File: src/common/uhf_cfg.svh
/*
 * Constants of the flow-controlled serial port: clock, line rate, framing, timing.
 * Assumes inclusion by bare name from package and modules.
 */
`ifndef UHF_CFG_SVH
`define UHF_CFG_SVH
`define UHF_CLK_HZ 40000000
`define UHF_BAUD_MAX 1000000
`define UHF_BAUD_DEF 1000000
`define UHF_DATA_BITS 8
`define UHF_FIFO_DEPTH 32
`define UHF_FIFO_AFULL 4
`define UHF_IDLE_LVL 1'b1
`define UHF_START_LVL 1'b0
`define UHF_STOP_LVL 1'b1
`define UHF_HS_ASSERT 1'b0
`define UHF_HS_DEASSERT 1'b1
`endif

File: src/common/uhf_pkg.sv
/*
 * Types shared by both ends of the serial port.
 * Assumes uhf_cfg.svh is on the include path.
 */
package uhf_pkg;
  `include "uhf_cfg.svh"
  typedef enum logic [4:0] {
    UHF_IDLE = 5'b0_0001,
    UHF_START = 5'b0_0010,
    UHF_DATA = 5'b0_0100,
    UHF_PAR = 5'b0_1000,
    UHF_STOP = 5'b1_0000
  } uhf_state_t;
  function automatic logic uhf_parity(input logic [`UHF_DATA_BITS-1:0] d, input logic odd);
    uhf_parity = (^d) ^ odd;
  endfunction
endpackage

File: src/common/uhf_link_if.sv
/*
 * Link between the serial port device and its partner: two data lines, two handshakes.
 * Assumes the testbench joins the two modports; no pull resistors are modelled.
 */
`timescale 1ns/1ps
interface uhf_link_if;
  logic dev_txd;
  logic dev_rxd;
  logic dev_rts_n;
  logic dev_cts_n;
  modport dev (output dev_txd, input dev_rxd, output dev_rts_n, input dev_cts_n);
  modport host (input dev_txd, output dev_rxd, input dev_rts_n, output dev_cts_n);
endinterface

File: src/rtl/uhf_dev.sv
/*
 * Device end of the flow-controlled serial port: transmitter, receiver, receive FIFO.
 * Assumes CLK_SYS at 40 MHz, synchronous active-low RST_N, partner on the link interface.
 */
// Function
// [RL1] Full-duplex independent TX/RX up to 1 Mbps
// [RL2] Optional ninth parity bit generated and checked
// [RL3] RTS driven out, CTS sampled in
// [RL4] Handshake lines are active low
// [RL5] Data lines idle high
// [RL6] TX output driven high after reset
// [RL7] RX reads idle high when undriven
// [RL8] RTS low after reset: ready to receive
// [RL9] CTS undriven reads asserted
// [RL10] Partner TX to our RX, crossed
// [RL11] Partner stops sending when RTS deasserts
// [RL12] Linked handshakes only for testing
// [RL13] Code downloads arrive on same port
// [RL14] Start, data LSB first, parity, stop
`timescale 1ns/1ps
`include "uhf_cfg.svh"
module uhf_dev
  import uhf_pkg::*;
#(
  parameter int CLK_HZ = `UHF_CLK_HZ,
  parameter int BAUD = `UHF_BAUD_DEF,
  parameter int FIFO_DEPTH = `UHF_FIFO_DEPTH
) (
  input wire logic CLK_SYS,
  input wire logic RST_N,
  uhf_link_if.dev LINK,
  input wire logic PAR_EN,
  input wire logic PAR_ODD,
  input wire logic [7:0] TX_DATA,
  input wire logic TX_VALID,
  output logic TX_READY,
  output logic [7:0] RX_DATA,
  output logic RX_VALID,
  input wire logic RX_READY,
  output logic RX_PAR_ERR,
  output logic RX_FRM_ERR,
  output logic RX_OVERRUN
);
  localparam int DIV = CLK_HZ / BAUD;
  localparam int CW = $clog2(DIV + 1);
  localparam int FL = $clog2(FIFO_DEPTH) + 1;
  // Depth must leave room above the handshake threshold
  if (BAUD > `UHF_BAUD_MAX || DIV < 4 || FIFO_DEPTH <= `UHF_FIFO_AFULL) begin : g_bad_cfg
    $error("uhf_dev: baud rate or depth not supported"); // [RL1]
  end

  // ****************************************
  // Transmitter
  // ****************************************
  uhf_state_t tx_state;
  logic [CW-1:0] tx_cnt;
  logic [2:0] tx_bit;
  logic [7:0] tx_sh;
  logic tx_par;
  logic txd;
  logic cts_q;
  wire tx_tick = (tx_cnt == CW'(DIV - 1));
  wire cts_ok = (cts_q == `UHF_HS_ASSERT); // [RL4]
  assign TX_READY = (tx_state == UHF_IDLE) && cts_ok; // [RL3]
  // Undriven CTS (X or Z) is taken as asserted, as a pull-down would make it
  wire cts_in = (LINK.dev_cts_n === 1'b1) ? `UHF_HS_DEASSERT : `UHF_HS_ASSERT; // [RL9]
  assign LINK.dev_txd = txd;

  always_ff @(posedge CLK_SYS) begin
    if (!RST_N) begin
      cts_q <= `UHF_HS_ASSERT;
      tx_state <= UHF_IDLE;
      tx_cnt <= '0;
      tx_bit <= '0;
      tx_sh <= '0;
      tx_par <= 1'b0;
      txd <= `UHF_IDLE_LVL; // [RL6]
    end else begin
      cts_q <= cts_in;
      tx_cnt <= (tx_state == UHF_IDLE || tx_tick) ? '0 : tx_cnt + 1'b1;
      case (tx_state)
        UHF_IDLE: begin
          txd <= `UHF_IDLE_LVL; // [RL5]
          if (TX_VALID && TX_READY) begin
            tx_sh <= TX_DATA;
            tx_par <= uhf_parity(TX_DATA, PAR_ODD); // [RL2]
            txd <= `UHF_START_LVL; // [RL14]
            tx_state <= UHF_START;
          end
        end
        UHF_START: if (tx_tick) begin
          txd <= tx_sh[0]; // [RL14]
          tx_sh <= tx_sh >> 1;
          tx_bit <= '0;
          tx_state <= UHF_DATA;
        end
        UHF_DATA: if (tx_tick) begin
          tx_bit <= tx_bit + 1'b1;
          if (tx_bit == 3'd7) begin
            txd <= PAR_EN ? tx_par : `UHF_STOP_LVL; // [RL2]
            tx_state <= PAR_EN ? UHF_PAR : UHF_STOP;
          end else begin
            txd <= tx_sh[0];
            tx_sh <= tx_sh >> 1;
          end
        end
        UHF_PAR: if (tx_tick) begin
          txd <= `UHF_STOP_LVL;
          tx_state <= UHF_STOP;
        end
        UHF_STOP: if (tx_tick) begin
          txd <= `UHF_IDLE_LVL;
          tx_state <= UHF_IDLE;
        end
        default: begin
          txd <= `UHF_IDLE_LVL;
          tx_state <= UHF_IDLE;
        end
      endcase
    end
  end

  // ****************************************
  // Receiver
  // ****************************************
  uhf_state_t rx_state;
  logic [CW-1:0] rx_cnt;
  logic [2:0] rx_bit;
  logic [7:0] rx_sh;
  logic rx_perr;
  logic rxd_q;
  logic [9:0] push_word;
  logic push_valid;
  logic rts_n;
  logic [FL-1:0] fifo_level;
  logic fifo_in_ready;
  logic [9:0] fifo_out;
  // Undriven RX (X or Z) reads idle, as a pull-up would make it
  wire rxd_in = (LINK.dev_rxd === 1'b0) ? 1'b0 : `UHF_IDLE_LVL; // [RL7]
  wire rx_tick = (rx_cnt == CW'(DIV - 1));
  wire rx_mid = (rx_cnt == CW'(DIV / 2));

  always_ff @(posedge CLK_SYS) begin
    if (!RST_N) begin
      rxd_q <= `UHF_IDLE_LVL;
      rx_state <= UHF_IDLE;
      rx_cnt <= '0;
      rx_bit <= '0;
      rx_sh <= '0;
      rx_perr <= 1'b0;
      push_word <= '0;
      push_valid <= 1'b0;
      RX_OVERRUN <= 1'b0;
    end else begin
      rxd_q <= rxd_in;
      push_valid <= 1'b0;
      RX_OVERRUN <= 1'b0;
      rx_cnt <= (rx_state == UHF_IDLE || rx_tick) ? '0 : rx_cnt + 1'b1;
      case (rx_state)
        UHF_IDLE: if (rxd_q == `UHF_START_LVL) begin
          rx_state <= UHF_START; // [RL1]
        end
        UHF_START: if (rx_mid) begin
          // A start bit gone high by mid-bit is a glitch
          rx_state <= (rxd_q == `UHF_START_LVL) ? UHF_START : UHF_IDLE;
        end else if (rx_tick) begin
          rx_bit <= '0;
          rx_state <= UHF_DATA;
        end
        UHF_DATA: begin
          if (rx_mid) rx_sh <= {rxd_q, rx_sh[7:1]}; // [RL14]
          if (rx_tick) begin
            rx_bit <= rx_bit + 1'b1;
            if (rx_bit == 3'd7) rx_state <= PAR_EN ? UHF_PAR : UHF_STOP;
          end
        end
        UHF_PAR: begin
          if (rx_mid) rx_perr <= (rxd_q != uhf_parity(rx_sh, PAR_ODD)); // [RL2]
          if (rx_tick) rx_state <= UHF_STOP;
        end
        UHF_STOP: if (rx_mid) begin
          // Hand over at mid stop bit so the next start edge is not missed
          push_word <= {rxd_q != `UHF_STOP_LVL, PAR_EN && rx_perr, rx_sh}; // [RL14]
          push_valid <= 1'b1;
          RX_OVERRUN <= !fifo_in_ready;
          rx_perr <= 1'b0;
          rx_state <= UHF_IDLE;
        end
        default: rx_state <= UHF_IDLE;
      endcase
    end
  end

  // Receive FIFO holds program downloads and data alike
  uhf_fifo #(.WIDTH(10), .DEPTH(FIFO_DEPTH)) u_rx_fifo (
    .clk(CLK_SYS),
    .rst_n(RST_N),
    .in_data(push_word),
    .in_valid(push_valid),
    .in_ready(fifo_in_ready),
    .out_data(fifo_out),
    .out_valid(RX_VALID),
    .out_ready(RX_READY),
    .level(fifo_level)
  ); // [RL13]

  // Deassert RTS while headroom for in-flight characters remains
  always_ff @(posedge CLK_SYS) begin
    if (!RST_N) begin
      rts_n <= `UHF_HS_ASSERT; // [RL8]
    end else begin
      rts_n <= (fifo_level >= FL'(FIFO_DEPTH - `UHF_FIFO_AFULL)) ?
               `UHF_HS_DEASSERT : `UHF_HS_ASSERT; // [RL3] [RL4] [RL11]
    end
  end
  assign LINK.dev_rts_n = rts_n;
  assign RX_DATA = fifo_out[7:0];
  assign RX_PAR_ERR = fifo_out[8];
  assign RX_FRM_ERR = fifo_out[9];
endmodule

File: src/rtl/uhf_fifo.sv
/*
 * Synchronous FIFO with valid/ready on both sides.
 * Assumes one clock and synchronous active-low reset.
 */
`timescale 1ns/1ps
module uhf_fifo #(
  parameter int WIDTH = 8,
  parameter int DEPTH = 32
) (
  input wire logic clk,
  input wire logic rst_n,
  input wire logic [WIDTH-1:0] in_data,
  input wire logic in_valid,
  output logic in_ready,
  output logic [WIDTH-1:0] out_data,
  output logic out_valid,
  input wire logic out_ready,
  output logic [$clog2(DEPTH):0] level
);
  localparam int AW = $clog2(DEPTH);
  if (WIDTH < 1 || DEPTH < 2 || (1 << AW) != DEPTH) begin : g_bad_cfg
    $error("uhf_fifo: DEPTH must be a power of two");
  end
  logic [WIDTH-1:0] mem [DEPTH];
  logic [AW:0] wr_ptr;
  logic [AW:0] rd_ptr;
  wire push = in_valid && in_ready;
  wire pop = out_valid && out_ready;
  assign level = wr_ptr - rd_ptr;
  assign in_ready = (level != DEPTH[AW:0]);
  assign out_valid = (level != '0);
  assign out_data = mem[rd_ptr[AW-1:0]];
  always_ff @(posedge clk) begin
    if (push) mem[wr_ptr[AW-1:0]] <= in_data;
  end
  always_ff @(posedge clk) begin
    if (!rst_n) begin
      wr_ptr <= '0;
      rd_ptr <= '0;
    end else begin
      if (push) wr_ptr <= wr_ptr + 1'b1;
      if (pop) rd_ptr <= rd_ptr + 1'b1;
    end
  end
endmodule

File: src/flat_wrapper.sv
// flat-port wrapper written by rule: the top's interface ports become plain ports
module uhf_dev_flat import uhf_pkg::*;
#(
  parameter int CLK_HZ = `UHF_CLK_HZ,
  parameter int BAUD = `UHF_BAUD_DEF,
  parameter int FIFO_DEPTH = `UHF_FIFO_DEPTH
)
  (CLK_SYS, RST_N, PAR_EN, PAR_ODD, TX_DATA, TX_VALID, TX_READY, RX_DATA, RX_VALID, RX_READY, RX_PAR_ERR, RX_FRM_ERR, RX_OVERRUN, LINK_dev_txd, LINK_dev_rxd, LINK_dev_rts_n, LINK_dev_cts_n);
  uhf_link_if LINK_i ();
  input wire logic CLK_SYS;
  input wire logic RST_N;
  input wire logic PAR_EN;
  input wire logic PAR_ODD;
  input wire logic [7:0] TX_DATA;
  input wire logic TX_VALID;
  output logic TX_READY;
  output logic [7:0] RX_DATA;
  output logic RX_VALID;
  input wire logic RX_READY;
  output logic RX_PAR_ERR;
  output logic RX_FRM_ERR;
  output logic RX_OVERRUN;
  output wire logic [$bits(LINK_i.dev_txd)-1:0] LINK_dev_txd;
  input wire logic [$bits(LINK_i.dev_rxd)-1:0] LINK_dev_rxd;
  output wire logic [$bits(LINK_i.dev_rts_n)-1:0] LINK_dev_rts_n;
  input wire logic [$bits(LINK_i.dev_cts_n)-1:0] LINK_dev_cts_n;
  assign LINK_dev_txd = LINK_i.dev_txd;
  assign LINK_i.dev_rxd = LINK_dev_rxd;
  assign LINK_dev_rts_n = LINK_i.dev_rts_n;
  assign LINK_i.dev_cts_n = LINK_dev_cts_n;
  uhf_dev #(.CLK_HZ(CLK_HZ), .BAUD(BAUD), .FIFO_DEPTH(FIFO_DEPTH)) u_core (.CLK_SYS(CLK_SYS), .RST_N(RST_N), .LINK(LINK_i), .PAR_EN(PAR_EN), .PAR_ODD(PAR_ODD), .TX_DATA(TX_DATA), .TX_VALID(TX_VALID), .TX_READY(TX_READY), .RX_DATA(RX_DATA), .RX_VALID(RX_VALID), .RX_READY(RX_READY), .RX_PAR_ERR(RX_PAR_ERR), .RX_FRM_ERR(RX_FRM_ERR), .RX_OVERRUN(RX_OVERRUN));
endmodule
File: config.mk
export PLATFORM = sky130hd
export DESIGN_NAME = uhf_dev_flat
export DESIGN_NICKNAME = d
export VERILOG_FILES = /design/src/common/uhf_pkg.sv /design/src/common/uhf_link_if.sv /design/src/rtl/uhf_dev.sv /design/src/rtl/uhf_fifo.sv /design/src/flat_wrapper.sv
export VERILOG_INCLUDE_DIRS = /design/src /design/src/common
export SDC_FILE = /design/constraint.sdc
export NUM_CORES = 1
export LEC_CHECK = 0
export ABC_AREA = 1
export BUFFER_PORTS_ARGS = -buffer_cell sky130_fd_sc_hd__buf_4
export CAP_MARGIN = 30
export CORE_ASPECT_RATIO = 0.6
export CORE_MARGIN = 5
export CORE_UTILIZATION = 67
export CTS_CLUSTER_DIAMETER = 50
export DETAILED_ROUTE_END_ITERATION = 12
export HOLD_SLACK_MARGIN = 0.1
export PLACE_DENSITY = 0.87
export SLEW_MARGIN = 20
export SYNTH_ARGS = -nofsm -noshare
export SYNTH_HDL_FRONTEND = slang
export SYNTH_SLANG_ARGS = --single-unit
File: constraint.sdc
create_clock -name CLK_SYS -period 5.08 [get_ports CLK_SYS]
set_input_delay 0.508 -clock CLK_SYS [delete_from_list [all_inputs] [get_ports CLK_SYS]]
set_output_delay 0.508 -clock CLK_SYS [all_outputs]
set_load 0.02 [all_outputs]
==> impl_results.md, run 1 <==
* Outcome: completed
* Critical path class: reg2out
* Slew headroom at 0.389
* Max clock buf depth at 3
* Sw Ratio at 0.233
* Gr usage total at 0.294
* Die area at 29000 sq um
* Synth top area cells: edfxtp_1 (56%), dfxtp_1 (9.2%), nor2_1 (5.7%)
* Min Tclk post-route at ~3.6 ns
* Commonest cells after routing, fill and taps aside: edfxtp_1 (320), nor2_1 (259), nand2_1 (184)
* Sequential fraction of the synthesis area at 0.652
* Hold_buf cts at 0
* Vias in the first global route at 11.7k
* # diodes at 0
* Post-synth EDFFs at 320
* Critical Path Fanout Max at 88
* Final period util at 0.712
* DP Wirelength at around 26000 um
* CP startpoint kind: flop
* Sink Count at 399
* Psw at 0.00157 W
* Int Pwr at 0.00517 W
* Distinct cells, synth at 46
* RSZ-0062 raised after global routing: false
* Min Hold Slack at 0.177 ns
* Reg-to-reg endpoint: u_core.u_rx_fifo.mem[11][2]
* Area after DPL at 17700 sq um
* Drt initial violations at 1985
* Area growth syn-to-layout at 9.79%
* Cell taking the most area after synthesis: edfxtp_1
* WP data required at approximately 4.6 ns
* Synthesized area per cell at ~11 sq um
* CTS tree: done
* Via count at between 10k and 15k
* Core area at 25300 sq um
* WHS Path Cells at 2
* DR pass1 iterations at 7
* Sequential power share at 0.533
* Cell area after layout at 18800 sq um
* R2R cell count at 10
* H-Tree Level Count at 2
* Worst-Skew Late Latency at 0.53 ns
* Setup bufs post-CTS at 0
* Initial antenna violation count at 1
* Clk slew on worst S/H paths at ~0.07 ns
* Fillers at between 1.5k and 2k
* HP Start: LINK_dev_rxd
* Reg2Reg Launch Point: u_core.u_rx_fifo.wr_ptr[2]
* Top-area cell type share of the netlist area at 0.560
* Row cnt at 45
* Average wire per standard cell at ~23 um
* Die X at between 200 and 250 um
* Final net count at roughly 1.6k
* Synth Flop Type: edfxtp_1
* GPL Wtd Cong at 0.982
* FFs w/ async S/R, synth at 0
* Clock Power Share at 0.391
* Arr. time, crit path at 3.11 ns
* Netlist Area Pre-Place at between 15000 and 20000 sq um
* I/O pins at 31
* Area of the multi-input gates at between 5000 and 6000 sq um
* Final setup viols at 0
* Post-Place Cells at 1842
* Global route overflow at 0
* Setup TNS at 0 ns
* First-pass GRT wire length at approximately 66000 um
* Remaining DRCs at 0
* Storage element area at 11200 sq um
* Setup slack, reg-to-reg at 1.94 ns
* Logic pwr share at 0.076
* Resized Gates After CTS at 0
* PwrDens at around 360 nW/um^2
* Worst Hold Class: in2reg
* Max-slew violations at 0
* Share of layout cells above drive strength 1 at 0.106
* Starting density of the core at 0.679
* Post-Synthesis Net Count at 1565
* Leakage at roughly 7.7 nW
* Mapped Cells at approximately 1.5k
* Pin count of the biggest net entering global routing at 161
* CTS root buf: clkbuf_16
* Clk_skew at between 0.015 and 0.02 ns
* Fin. Hold Viols at 0
* Die Ht at 134 um
* Crit. End Element: primary output
* Fmax at 0.276 GHz
* Total wire length at 43000 um
* Final std cells w/o fill at 1910
* Most common cell after layout, fill and taps aside: edfxtp_1
* FF+latch count, synth at 399
* Worst slew pin tran at 0.914 ns
* Worst Hold End: u_core.rxd_q
* CTS Buf Count at 36
* Syn. warnings at 0
* Max-cap viol count at 0
* Peak supply drop at 286 uV
* Port Buffer Count at 30
* DR vias/cell at 6.42
* Final ANT Viol Nets at 0
per-layer routing:
metal,share of wire,track usage,wire length [um],up-vias
li1,-,-,-,5498
met1,0.40,0.431,17300,5804
met2,0.43,0.423,18300,836
met3,0.15,0.104,6270,125
met4,0.027,0.0822,1160,2
met5,0.00035,0,15,-
area by class of cell:
cell class              instances  share of cell area
inverters                      79              0.0159
multi-input cells             965               0.278
clock inverters                21             0.00857
clock buffers                  44              0.0505
flip-flops and latches        399               0.594
well taps                     329              0.0219
repair buffers                 73              0.0304
metrics by stage:
step,total power (W),util,setup WS (ns)
final,0.00674,0.745,1.46
after global routing,0.00695,0.745,1.32
after CTS,0.00673,0.744,1.54
after detailed placement,0.00416,0.700,2.02
after global placement,0.00414,0.700,2.16
after floorplan,0.00404,-,2.42
cells by family (layout without fill, tap and decap cells):
logic type / after synthesis / after routing / synth area share
simple gates: 600 / 600 / 0.153
flops: 399 / 399 / 0.652
fa+ha+maj: 17 / 17 / 0.0124
compound gates: 322 / 322 / 0.127
xor+xnor: 26 / 26 / 0.0133
buf+inv: 168 / 217 / 0.0423
how the worst max path moves through the flow:
| stage | cells past startpoint | endpoint | slack (ns) |
|---|---|---|---|
| after floorplan | 12 | u_core.u_rx_fifo.mem[21][0] | 2.42 |
| after global placement | 10 | u_core.u_rx_fifo.mem[19][6] | 2.16 |
| after detailed placement | 10 | u_core.u_rx_fifo.mem[15][9] | 2.02 |
| after CTS | 8 | RX_DATA[2] | 1.54 |
| after global routing | 8 | RX_DATA[7] | 1.32 |
| final | 8 | RX_DATA[2] | 1.46 |
cells in the mapped netlist, types with 11 or more instances:
| cell | instances |
|---|---|
| dfxtp_1 | 79 |
| xnor2_1 | 14 |
| nor3_1 | 33 |
| o221ai_1 | 70 |
| inv_1 | 70 |
| o21ai_0 | 97 |
| a21oi_1 | 31 |
| xor2_1 | 12 |
| nand3_1 | 77 |
| ha_1 | 17 |
| o21bai_1 | 81 |
| o21ai_1 | 11 |
| nor2_1 | 259 |
| clkbuf_1 | 50 |
| edfxtp_1 | 320 |
| nand2_1 | 184 |
| buf_2 | 28 |
registers in the layout, summed over array words and instances, names as in the netlist, 5 cells and up, named ones only:
name                     flops
u_core.push_word            10
u_core.u_rx_fifo.rd_ptr      6
u_core.tx_sh                 8
u_core.rx_state              5
u_core.tx_cnt                6
u_core.rx_cnt                6
u_core.rx_sh                 8
u_core.u_rx_fifo.mem       320
u_core.u_rx_fifo.wr_ptr      6
u_core.tx_state              5
critical path, cell delays in order (launching register included):
cell and delay [ns]:
dfxtp_4 0.91, buf_4 0.51, o21ai_0 0.20, o221ai_1 0.43, nand3_1 0.13, nand2_1 0.08
nand2_1 0.04, nand2_1 0.08, buf_4 0.14
power by group through the flow:
stage                     Sequential [W]  Combinational (W)  Clock [W]
after floorplan                  0.00365           0.000391          0
after global placement           0.00366           0.000485          0
after detailed placement         0.00366           0.000498          0
after CTS                        0.00359           0.000506    0.00264
after global routing             0.00360           0.000569    0.00279
final                            0.00359           0.000511    0.00264
Power figures use the tool's default switching activity.
==> run 2: changes to the inputs <==
--- a/config.mk
+++ b/config.mk
@@ -11,11 +11,11 @@
 export CAP_MARGIN = 30
 export CORE_ASPECT_RATIO = 0.6
 export CORE_MARGIN = 5
-export CORE_UTILIZATION = 67
+export CORE_UTILIZATION = 57
 export CTS_CLUSTER_DIAMETER = 50
 export DETAILED_ROUTE_END_ITERATION = 12
 export HOLD_SLACK_MARGIN = 0.1
-export PLACE_DENSITY = 0.87
+export PLACE_DENSITY = 0.79
 export SLEW_MARGIN = 20
 export SYNTH_ARGS = -nofsm -noshare
 export SYNTH_HDL_FRONTEND = slang
==> constraint.sdc (replaced) <==
create_clock -name CLK_SYS -period 3 [get_ports CLK_SYS]
set_input_delay 0.3 -clock CLK_SYS [delete_from_list [all_inputs] [get_ports CLK_SYS]]
set_output_delay 0.3 -clock CLK_SYS [all_outputs]
set_load 0.02 [all_outputs]
==> run 2 against run 1 <==
Final cell count grew 5.4%. First-iteration DRC count down 18%. Via count shrank 0.81%. Combinational power is 73% higher. Hold slack worse by 0.022 ns. Sequential share of layout area fell by 1.5 points. Sequential power grew 69%. Design area up 2.6%. Core utilization shrank 9.7 points. Highest routed layer unchanged. Clock power up 74%.
==> impl_results.md, run 2 (same netlist as run 1, synthesis figures left out) <==
* Setup TNS at 0 ns (unchanged)
* Reg2Reg Launch Point: u_core.u_rx_fifo.wr_ptr[2]
* Clk_skew at 0.0144 ns (-0.000928 ns)
* Most common cell after layout, fill and taps aside: edfxtp_1
* Worst-Skew Late Latency at 0.54 ns (about the same)
* H-Tree Level Count at 2 (unchanged)
* WP data required at 2.70 ns (-1.87 ns)
* Remaining DRCs at 0 (unchanged)
* Worst Hold Class: in2reg
* DR pass1 iterations at 8 (+1)
* Leakage at 7.71 nW (+0.20%)
* Clk slew on worst S/H paths at 0.06 ns (about the same)
* Die Ht at 144 um (+7.8%)
* Final period util at 0.973
* Initial antenna violation count at 0 (-1)
* # diodes at 0 (unchanged)
* Reg-to-reg endpoint: u_core.u_rx_fifo.mem[24][5]
* Commonest cells after routing, fill and taps aside: edfxtp_1 (320), nor2_1 (259), nand2_1 (184)
* DP Wirelength at 25400 um (-2.9%)
* HP Start: TX_DATA[7]
* First-pass GRT wire length at 63600 um (-3.5%)
* Worst Hold End: u_core.tx_sh[7]
* Post-Place Worst Slack at 0.280 ns (-1.74 ns)
* Min Tclk post-route at 2.92 ns
* Max-slew violations at 0 (unchanged)
* Sink Count at 399 (unchanged)
* Area growth syn-to-layout at 12.6%
* Fmax at 0.343 GHz
* Final ANT Viol Nets at 0 (unchanged)
* CTS Buf Count at 38 (+5.6%)
* Pin count of the biggest net entering global routing at 99 (-39%)
* Worst slew pin tran at 0.728 ns (-0.186 ns)
* PwrDens at 598 nW/um^2 (+67%)
* Drt initial violations at 1629 (-18%)
* Outcome: completed
* Final net count at 1611 (+1.5%)
* M1 WL at 18100 um (+5.0%)
* Die area at 33800 sq um (+16%)
* Port Buffer Count at 30 (unchanged)
* Critical path class: reg2out
* Via count at 12.2k (-0.81%)
* Critical Path Fanout Max at 22 (-75%)
* Vias in the first global route at 11.3k (-3.8%)
* DR vias/cell at 6.04 (-5.9%)
* CTS root buf: clkbuf_16
* Final WS setup at 0.0824 ns (-1.38 ns)
* Die X at 234 um (+8.0%)
* Peak supply drop at 375 uV (+31%)
* Arr. time, crit path at 2.62 ns (-0.49 ns)
* Share of layout cells above drive strength 1 at 0.121 (+0.0152)
* Average wire per standard cell at 21.0 um (-6.8%)
* Area after DPL at 18000 sq um (+1.5%)
* Global route overflow at 0 (unchanged)
* Max FFs per register at 320 (unchanged)
* WHS Path Cells at 5 (+3)
* Fillers at 2209 (+46%)
* Cell area after layout at 19300 sq um (+2.6%)
* Routed wl met3 at 5410 um (-14%)
* GPL Wtd Cong at 0.929 (-5.4%)
* Setup slack, reg-to-reg at 0.26 ns (-1.68 ns)
* Fin. Hold Viols at 0 (unchanged)
* Final setup viols at 0 (unchanged)
* Slew headroom at 0.515 (+0.126)
* WL met2 at 17900 um (-2.3%)
* CTS tree: done
* Max-cap viol count at 0 (unchanged)
* Max clock buf depth at 3 (unchanged)
* Crit. End Element: primary output
* Gr usage total at 0.247 (-0.0474)
* Row cnt at 49 (+8.9%)
* I/O pins at 31 (unchanged)
* CP startpoint kind: flop
* RSZ-0062 raised after global routing: false
* Starting density of the core at 0.576 (-0.103)
* R2R cell count at 11 (+1)
* Max layer used: met5
* Total wire length at 42200 um (-1.7%)
* Core area at 29800 sq um (+18%)
[run 2: cell types whose count changed in the layout (fill, tap and decap cells not counted), sizes merged]
cell,delta
buf,+16
dlygate4sd3,+5
clkinvlp,-3
bufinv,-1
clkbuf,+6
inv,+1
[run 2: cell type report]
class | count | area, sq um | area share
repair buffers | 95 | 846 | 0.0438
flip-flops and latches | 399 | 11200 | 0.580
well taps | 408 | 510 | 0.0264
inverters | 79 | 299 | 0.0155
clock buffers | 49 | 1060 | 0.0546
multi-input cells | 965 | 5290 | 0.274
clock inverters | 18 | 128 | 0.00660
[run 2: timing repair]
| action | CTS | global route |
|---|---|---|
| pin swaps | 0 | 0 |
| hold buffers | 5 | 0 |
| setup endpoints to repair | 1 | 9 |
| setup buffers | 1 | 2 |
| cloned | 0 | 1 |
| gates resized for setup | 0 | 8 |
| hold endpoints to repair | 8 | 0 |
[run 2: stage by stage]
stage	hold slack, ns	power (W)	cells	util
CTS	0.139	0.0116	2010	0.645
finish	0.155	0.0116	2013	0.649
global placement	0.427	0.00701	1937	0.603
global route	0.172	0.0120	2013	0.649
floorplan	0.398	0.00685	1532	-
detailed placement	0.450	0.00707	1937	0.603
[run 2: power breakdown]
group / internal, W / total [W] / leakage, nW / switching [W]
sequential: 0.00600 / 0.00608 / 4.22 / 0.0000786
clock: 0.00259 / 0.00460 / 0.583 / 0.00201
combinational: 0.000306 / 0.000883 / 2.91 / 0.000578
total: 0.00890 / 0.0116 / 7.71 / 0.00267
[run 2: routing by layer]
layer	vias up	track usage
met5	-	0
met4	2	0.0546
met3	64	0.0693
met2	721	0.360
met1	5829	0.373
li1	5550	-
[run 2: worst max-delay path by stage]
| stage | to | slack, ns | cells past startpoint |
|---|---|---|---|
| floorplan | u_core.u_rx_fifo.mem[21][0] | 0.34 | 12 |
| global placement | u_core.u_rx_fifo.mem[7][0] | 0.37 | 11 |
| detailed placement | u_core.u_rx_fifo.mem[24][5] | 0.28 | 10 |
| CTS | RX_DATA[3] | 0.03 | 9 |
| global route | RX_DATA[6] | 0.001 | 9 |
| finish | RX_DATA[7] | 0.08 | 9 |
[run 2: critical path, cell delays in order (launching register included)]
cell and delay [ns]:
dfxtp_4 0.43, inv_4 0.24, buf_4 0.30, o21bai_1 0.11, o221ai_1 0.44, nand3_1 0.14, nand2_1 0.08, nand2_1 0.06
nand2_1 0.11, buf_4 0.15
==> run 3: changes to the inputs <==
--- a/config.mk
+++ b/config.mk
@@ -16,6 +16,7 @@
 export DETAILED_ROUTE_END_ITERATION = 12
 export HOLD_SLACK_MARGIN = 0.1
 export PLACE_DENSITY = 0.79
+export RECOVER_POWER = 50
 export SLEW_MARGIN = 20
 export SYNTH_ARGS = -nofsm -noshare
 export SYNTH_HDL_FRONTEND = slang
==> run 3 against run 2 <==
The run now ends with capacitance limit, slew limit left. Maximum frequency fell by 0.19%. Die area did not move. Sequential cell count did not move. Wire length barely moved. Design area fell by 0.52%. Global-route usage did not move. Critical endpoint is now RX_DATA[0]. Largest cell class unchanged. Largest power group unchanged.
==> impl_results.md, run 3 (same netlist as run 1, synthesis figures left out) <==
* Max-cap viol count at 7 (+7)
* Critical path depth at 9 (unchanged)
* Via count at 12.1k (-0.61%)
* Share of layout cells above drive strength 1 at 0.108 (-0.0137)
* Fmax at 0.342 GHz (-0.19%)
* First-pass GRT wire length at 63600 um (unchanged)
* Max-slew violations at 231 (+231)
* Sink Count at 399 (unchanged)
* Average wire per standard cell at 21.0 um (about the same)
* Max FFs per register at 320 (unchanged)
* Final std cells w/o fill at 2013 (unchanged)
* Fin. Hold Viols at 0 (unchanged)
* Failing checks: capacitance limit, slew limit
* CTS root buf: clkbuf_16
* Leakage at 7.65 nW (-0.78%)
* Global route overflow at 0 (unchanged)
* CTS Buf Count at 38 (unchanged)
* R2R cell count at 12 (+1)
* Arr. time, crit path at 2.62 ns (about the same)
* PwrDens at 599 nW/um^2 (+0.15%)
* Fillers at 2238 (+1.3%)
* Pin count of the biggest net entering global routing at 99 (unchanged)
* DP Wirelength at 25400 um (unchanged)
* Gr usage total at 0.247 (unchanged)
* CTS tree: done
* Vias in the first global route at 11.3k (unchanged)
* Drt initial violations at 1725 (+5.9%)
* CP startpoint kind: flop
* Final net count at 1611 (unchanged)
* Die Ht at 144 um (unchanged)
* Worst-path cell chain: inv_4 > buf_4 > o21bai_1 > o221ai_1 > nand3_1 > nand2_1 > nand2_1 > nand2_1 > buf_4
* Crit. End Element: primary output
* Worst path bufs/invs at 3 (unchanged)
* Row cnt at 49 (unchanged)
* Setup TNS at 0 ns (unchanged)
* Critical path class: reg2out
* DR pass1 iterations at 7 (-1)
* Starting density of the core at 0.576 (unchanged)
* Remaining DRCs at 0 (unchanged)
* GPL Wtd Cong at 0.929 (unchanged)
* Commonest cells after routing, fill and taps aside: edfxtp_1 (320), nor2_1 (261), nand2_1 (186)
* H-Tree Level Count at 2 (unchanged)
* Clk_skew at 0.0140 ns (-0.000389 ns)
* Total wire length at 42300 um (about the same)
* Max clock buf depth at 3 (unchanged)
* Min Tclk post-route at 2.92 ns (+0.00551 ns)
* Core area at 29800 sq um (unchanged)
* Slew headroom at -0.278 (-0.793)
* Min Hold Slack at 0.154 ns (-0.000685 ns)
* Die area at 33800 sq um (unchanged)
* Slowest stage delay, CP at 0.47 ns (+0.03 ns)
* Final ANT Viol Nets at 0 (unchanged)
* Worst-Skew Late Latency at 0.54 ns (about the same)
* Outcome: complete, but fails checks
* Final setup viols at 0 (unchanged)
* Critical Path Fanout Max at 22 (unchanged)
* Post-Place Cells at 1937 (unchanged)
* Worst slew pin tran at 1.92 ns (+1.19 ns)
* DR vias/cell at 6.01 (-0.61%)
* Clk slew on worst S/H paths at 0.06 ns (about the same)
* Final period util at 0.974 (+0.00184)
* Most common cell after layout, fill and taps aside: edfxtp_1
* CP most frequent cell: nand2_1
* Critical-path cell with the highest stage delay: o221ai_1
* Crit-path leading delay family: buffers and inverters
* Port Buffer Count at 30 (unchanged)
* I/O pins at 31 (unchanged)
* Initial antenna violation count at 0 (unchanged)
* # diodes at 0 (unchanged)
* WP data required at 2.70 ns (about the same)
* Peak supply drop at 377 uV (+0.48%)
* Worst Hold Class: in2reg
* RSZ-0062 raised after global routing: false
* WHS Path Cells at 5 (unchanged)
* Area growth syn-to-layout at 12.0%
* Die X at 234 um (unchanged)
==> run 3: cell count changes in the layout (fill, tap and decap cells not counted), sizes merged <==
cell    change
clkbuf     +14
buf        -14
==> run 3: routing by layer <==
layer,track usage,vias up,part of all wire
met3,0.0693,56,0.13
met2,0.360,674,0.42
met5,0,-,0.0023
met4,0.0546,2,0.017
li1,-,5542,-
met1,0.373,5818,0.43
==> run 3: final cells by class <==
cell class,instances,area (sq um),share of cell area
Clock buffer,49,1060,0.0549
Clock inverter,18,128,0.00664
Inverter,79,299,0.0156
Multi-Input combinational cell,965,5230,0.272
Sequential cell,399,11200,0.582
Tap cell,408,510,0.0266
Timing Repair Buffer,95,801,0.0417
==> run 3: stage by stage <==
step                      total power, W  utilization  instance area, sq um  worst slack (ns)
after global placement           0.00701        0.603                 18000             0.371
after global routing              0.0119        0.645                 19200           0.00122
after detailed placement         0.00707        0.603                 18000             0.280
after CTS                         0.0116        0.645                 19200            0.0250
final                             0.0115        0.645                 19200            0.0769
after floorplan                  0.00685            -                 17200             0.341
==> run 3: worst paths after layout <==
| path | from | endpoint | slack (ns) |
|---|---|---|---|
| worst min-delay path | TX_DATA[7] | u_core.tx_sh[7] | 0.15 |
| worst max-delay path | flop | RX_DATA[0] | 0.08 |
| worst min register to register | u_core.rx_cnt[0] | u_core.rx_cnt[0] | 0.46 |
| worst max register to register | u_core.u_rx_fifo.rd_ptr[1] | u_core.u_rx_fifo.mem[7][7] | 0.22 |
==> run 3: power breakdown <==
part	total, W	internal [W]	switching (W)
registers	0.00607	0.00600	0.0000718
logic	0.000830	0.000278	0.000552
clock network	0.00462	0.00259	0.00203
total	0.0115	0.00887	0.00265
==> run 3: worst register-to-register path, stage by stage (launching register included) <==
cell and delay (ns):
dfxtp_1 0.40, inv_1 0.09, ha_1 0.33, nand2_1 0.12, nand2_1 0.07, nand3_1 0.09
nand2_1 0.06, nand2_1 0.05, nand2_1 0.14, nand3_4 0.25, nand2_1 0.38, nor2_1 0.27
buf_4 0.24
==> run 3: timing repair <==
item,4_1_cts,5_1_grt
pin swaps,0,0
endpoints found under the hold margin,8,0
buffers inserted,1,2
cloned,0,1
setup endpoints to repair,1,9
gates resized for setup,0,8
hold buffers,5,0
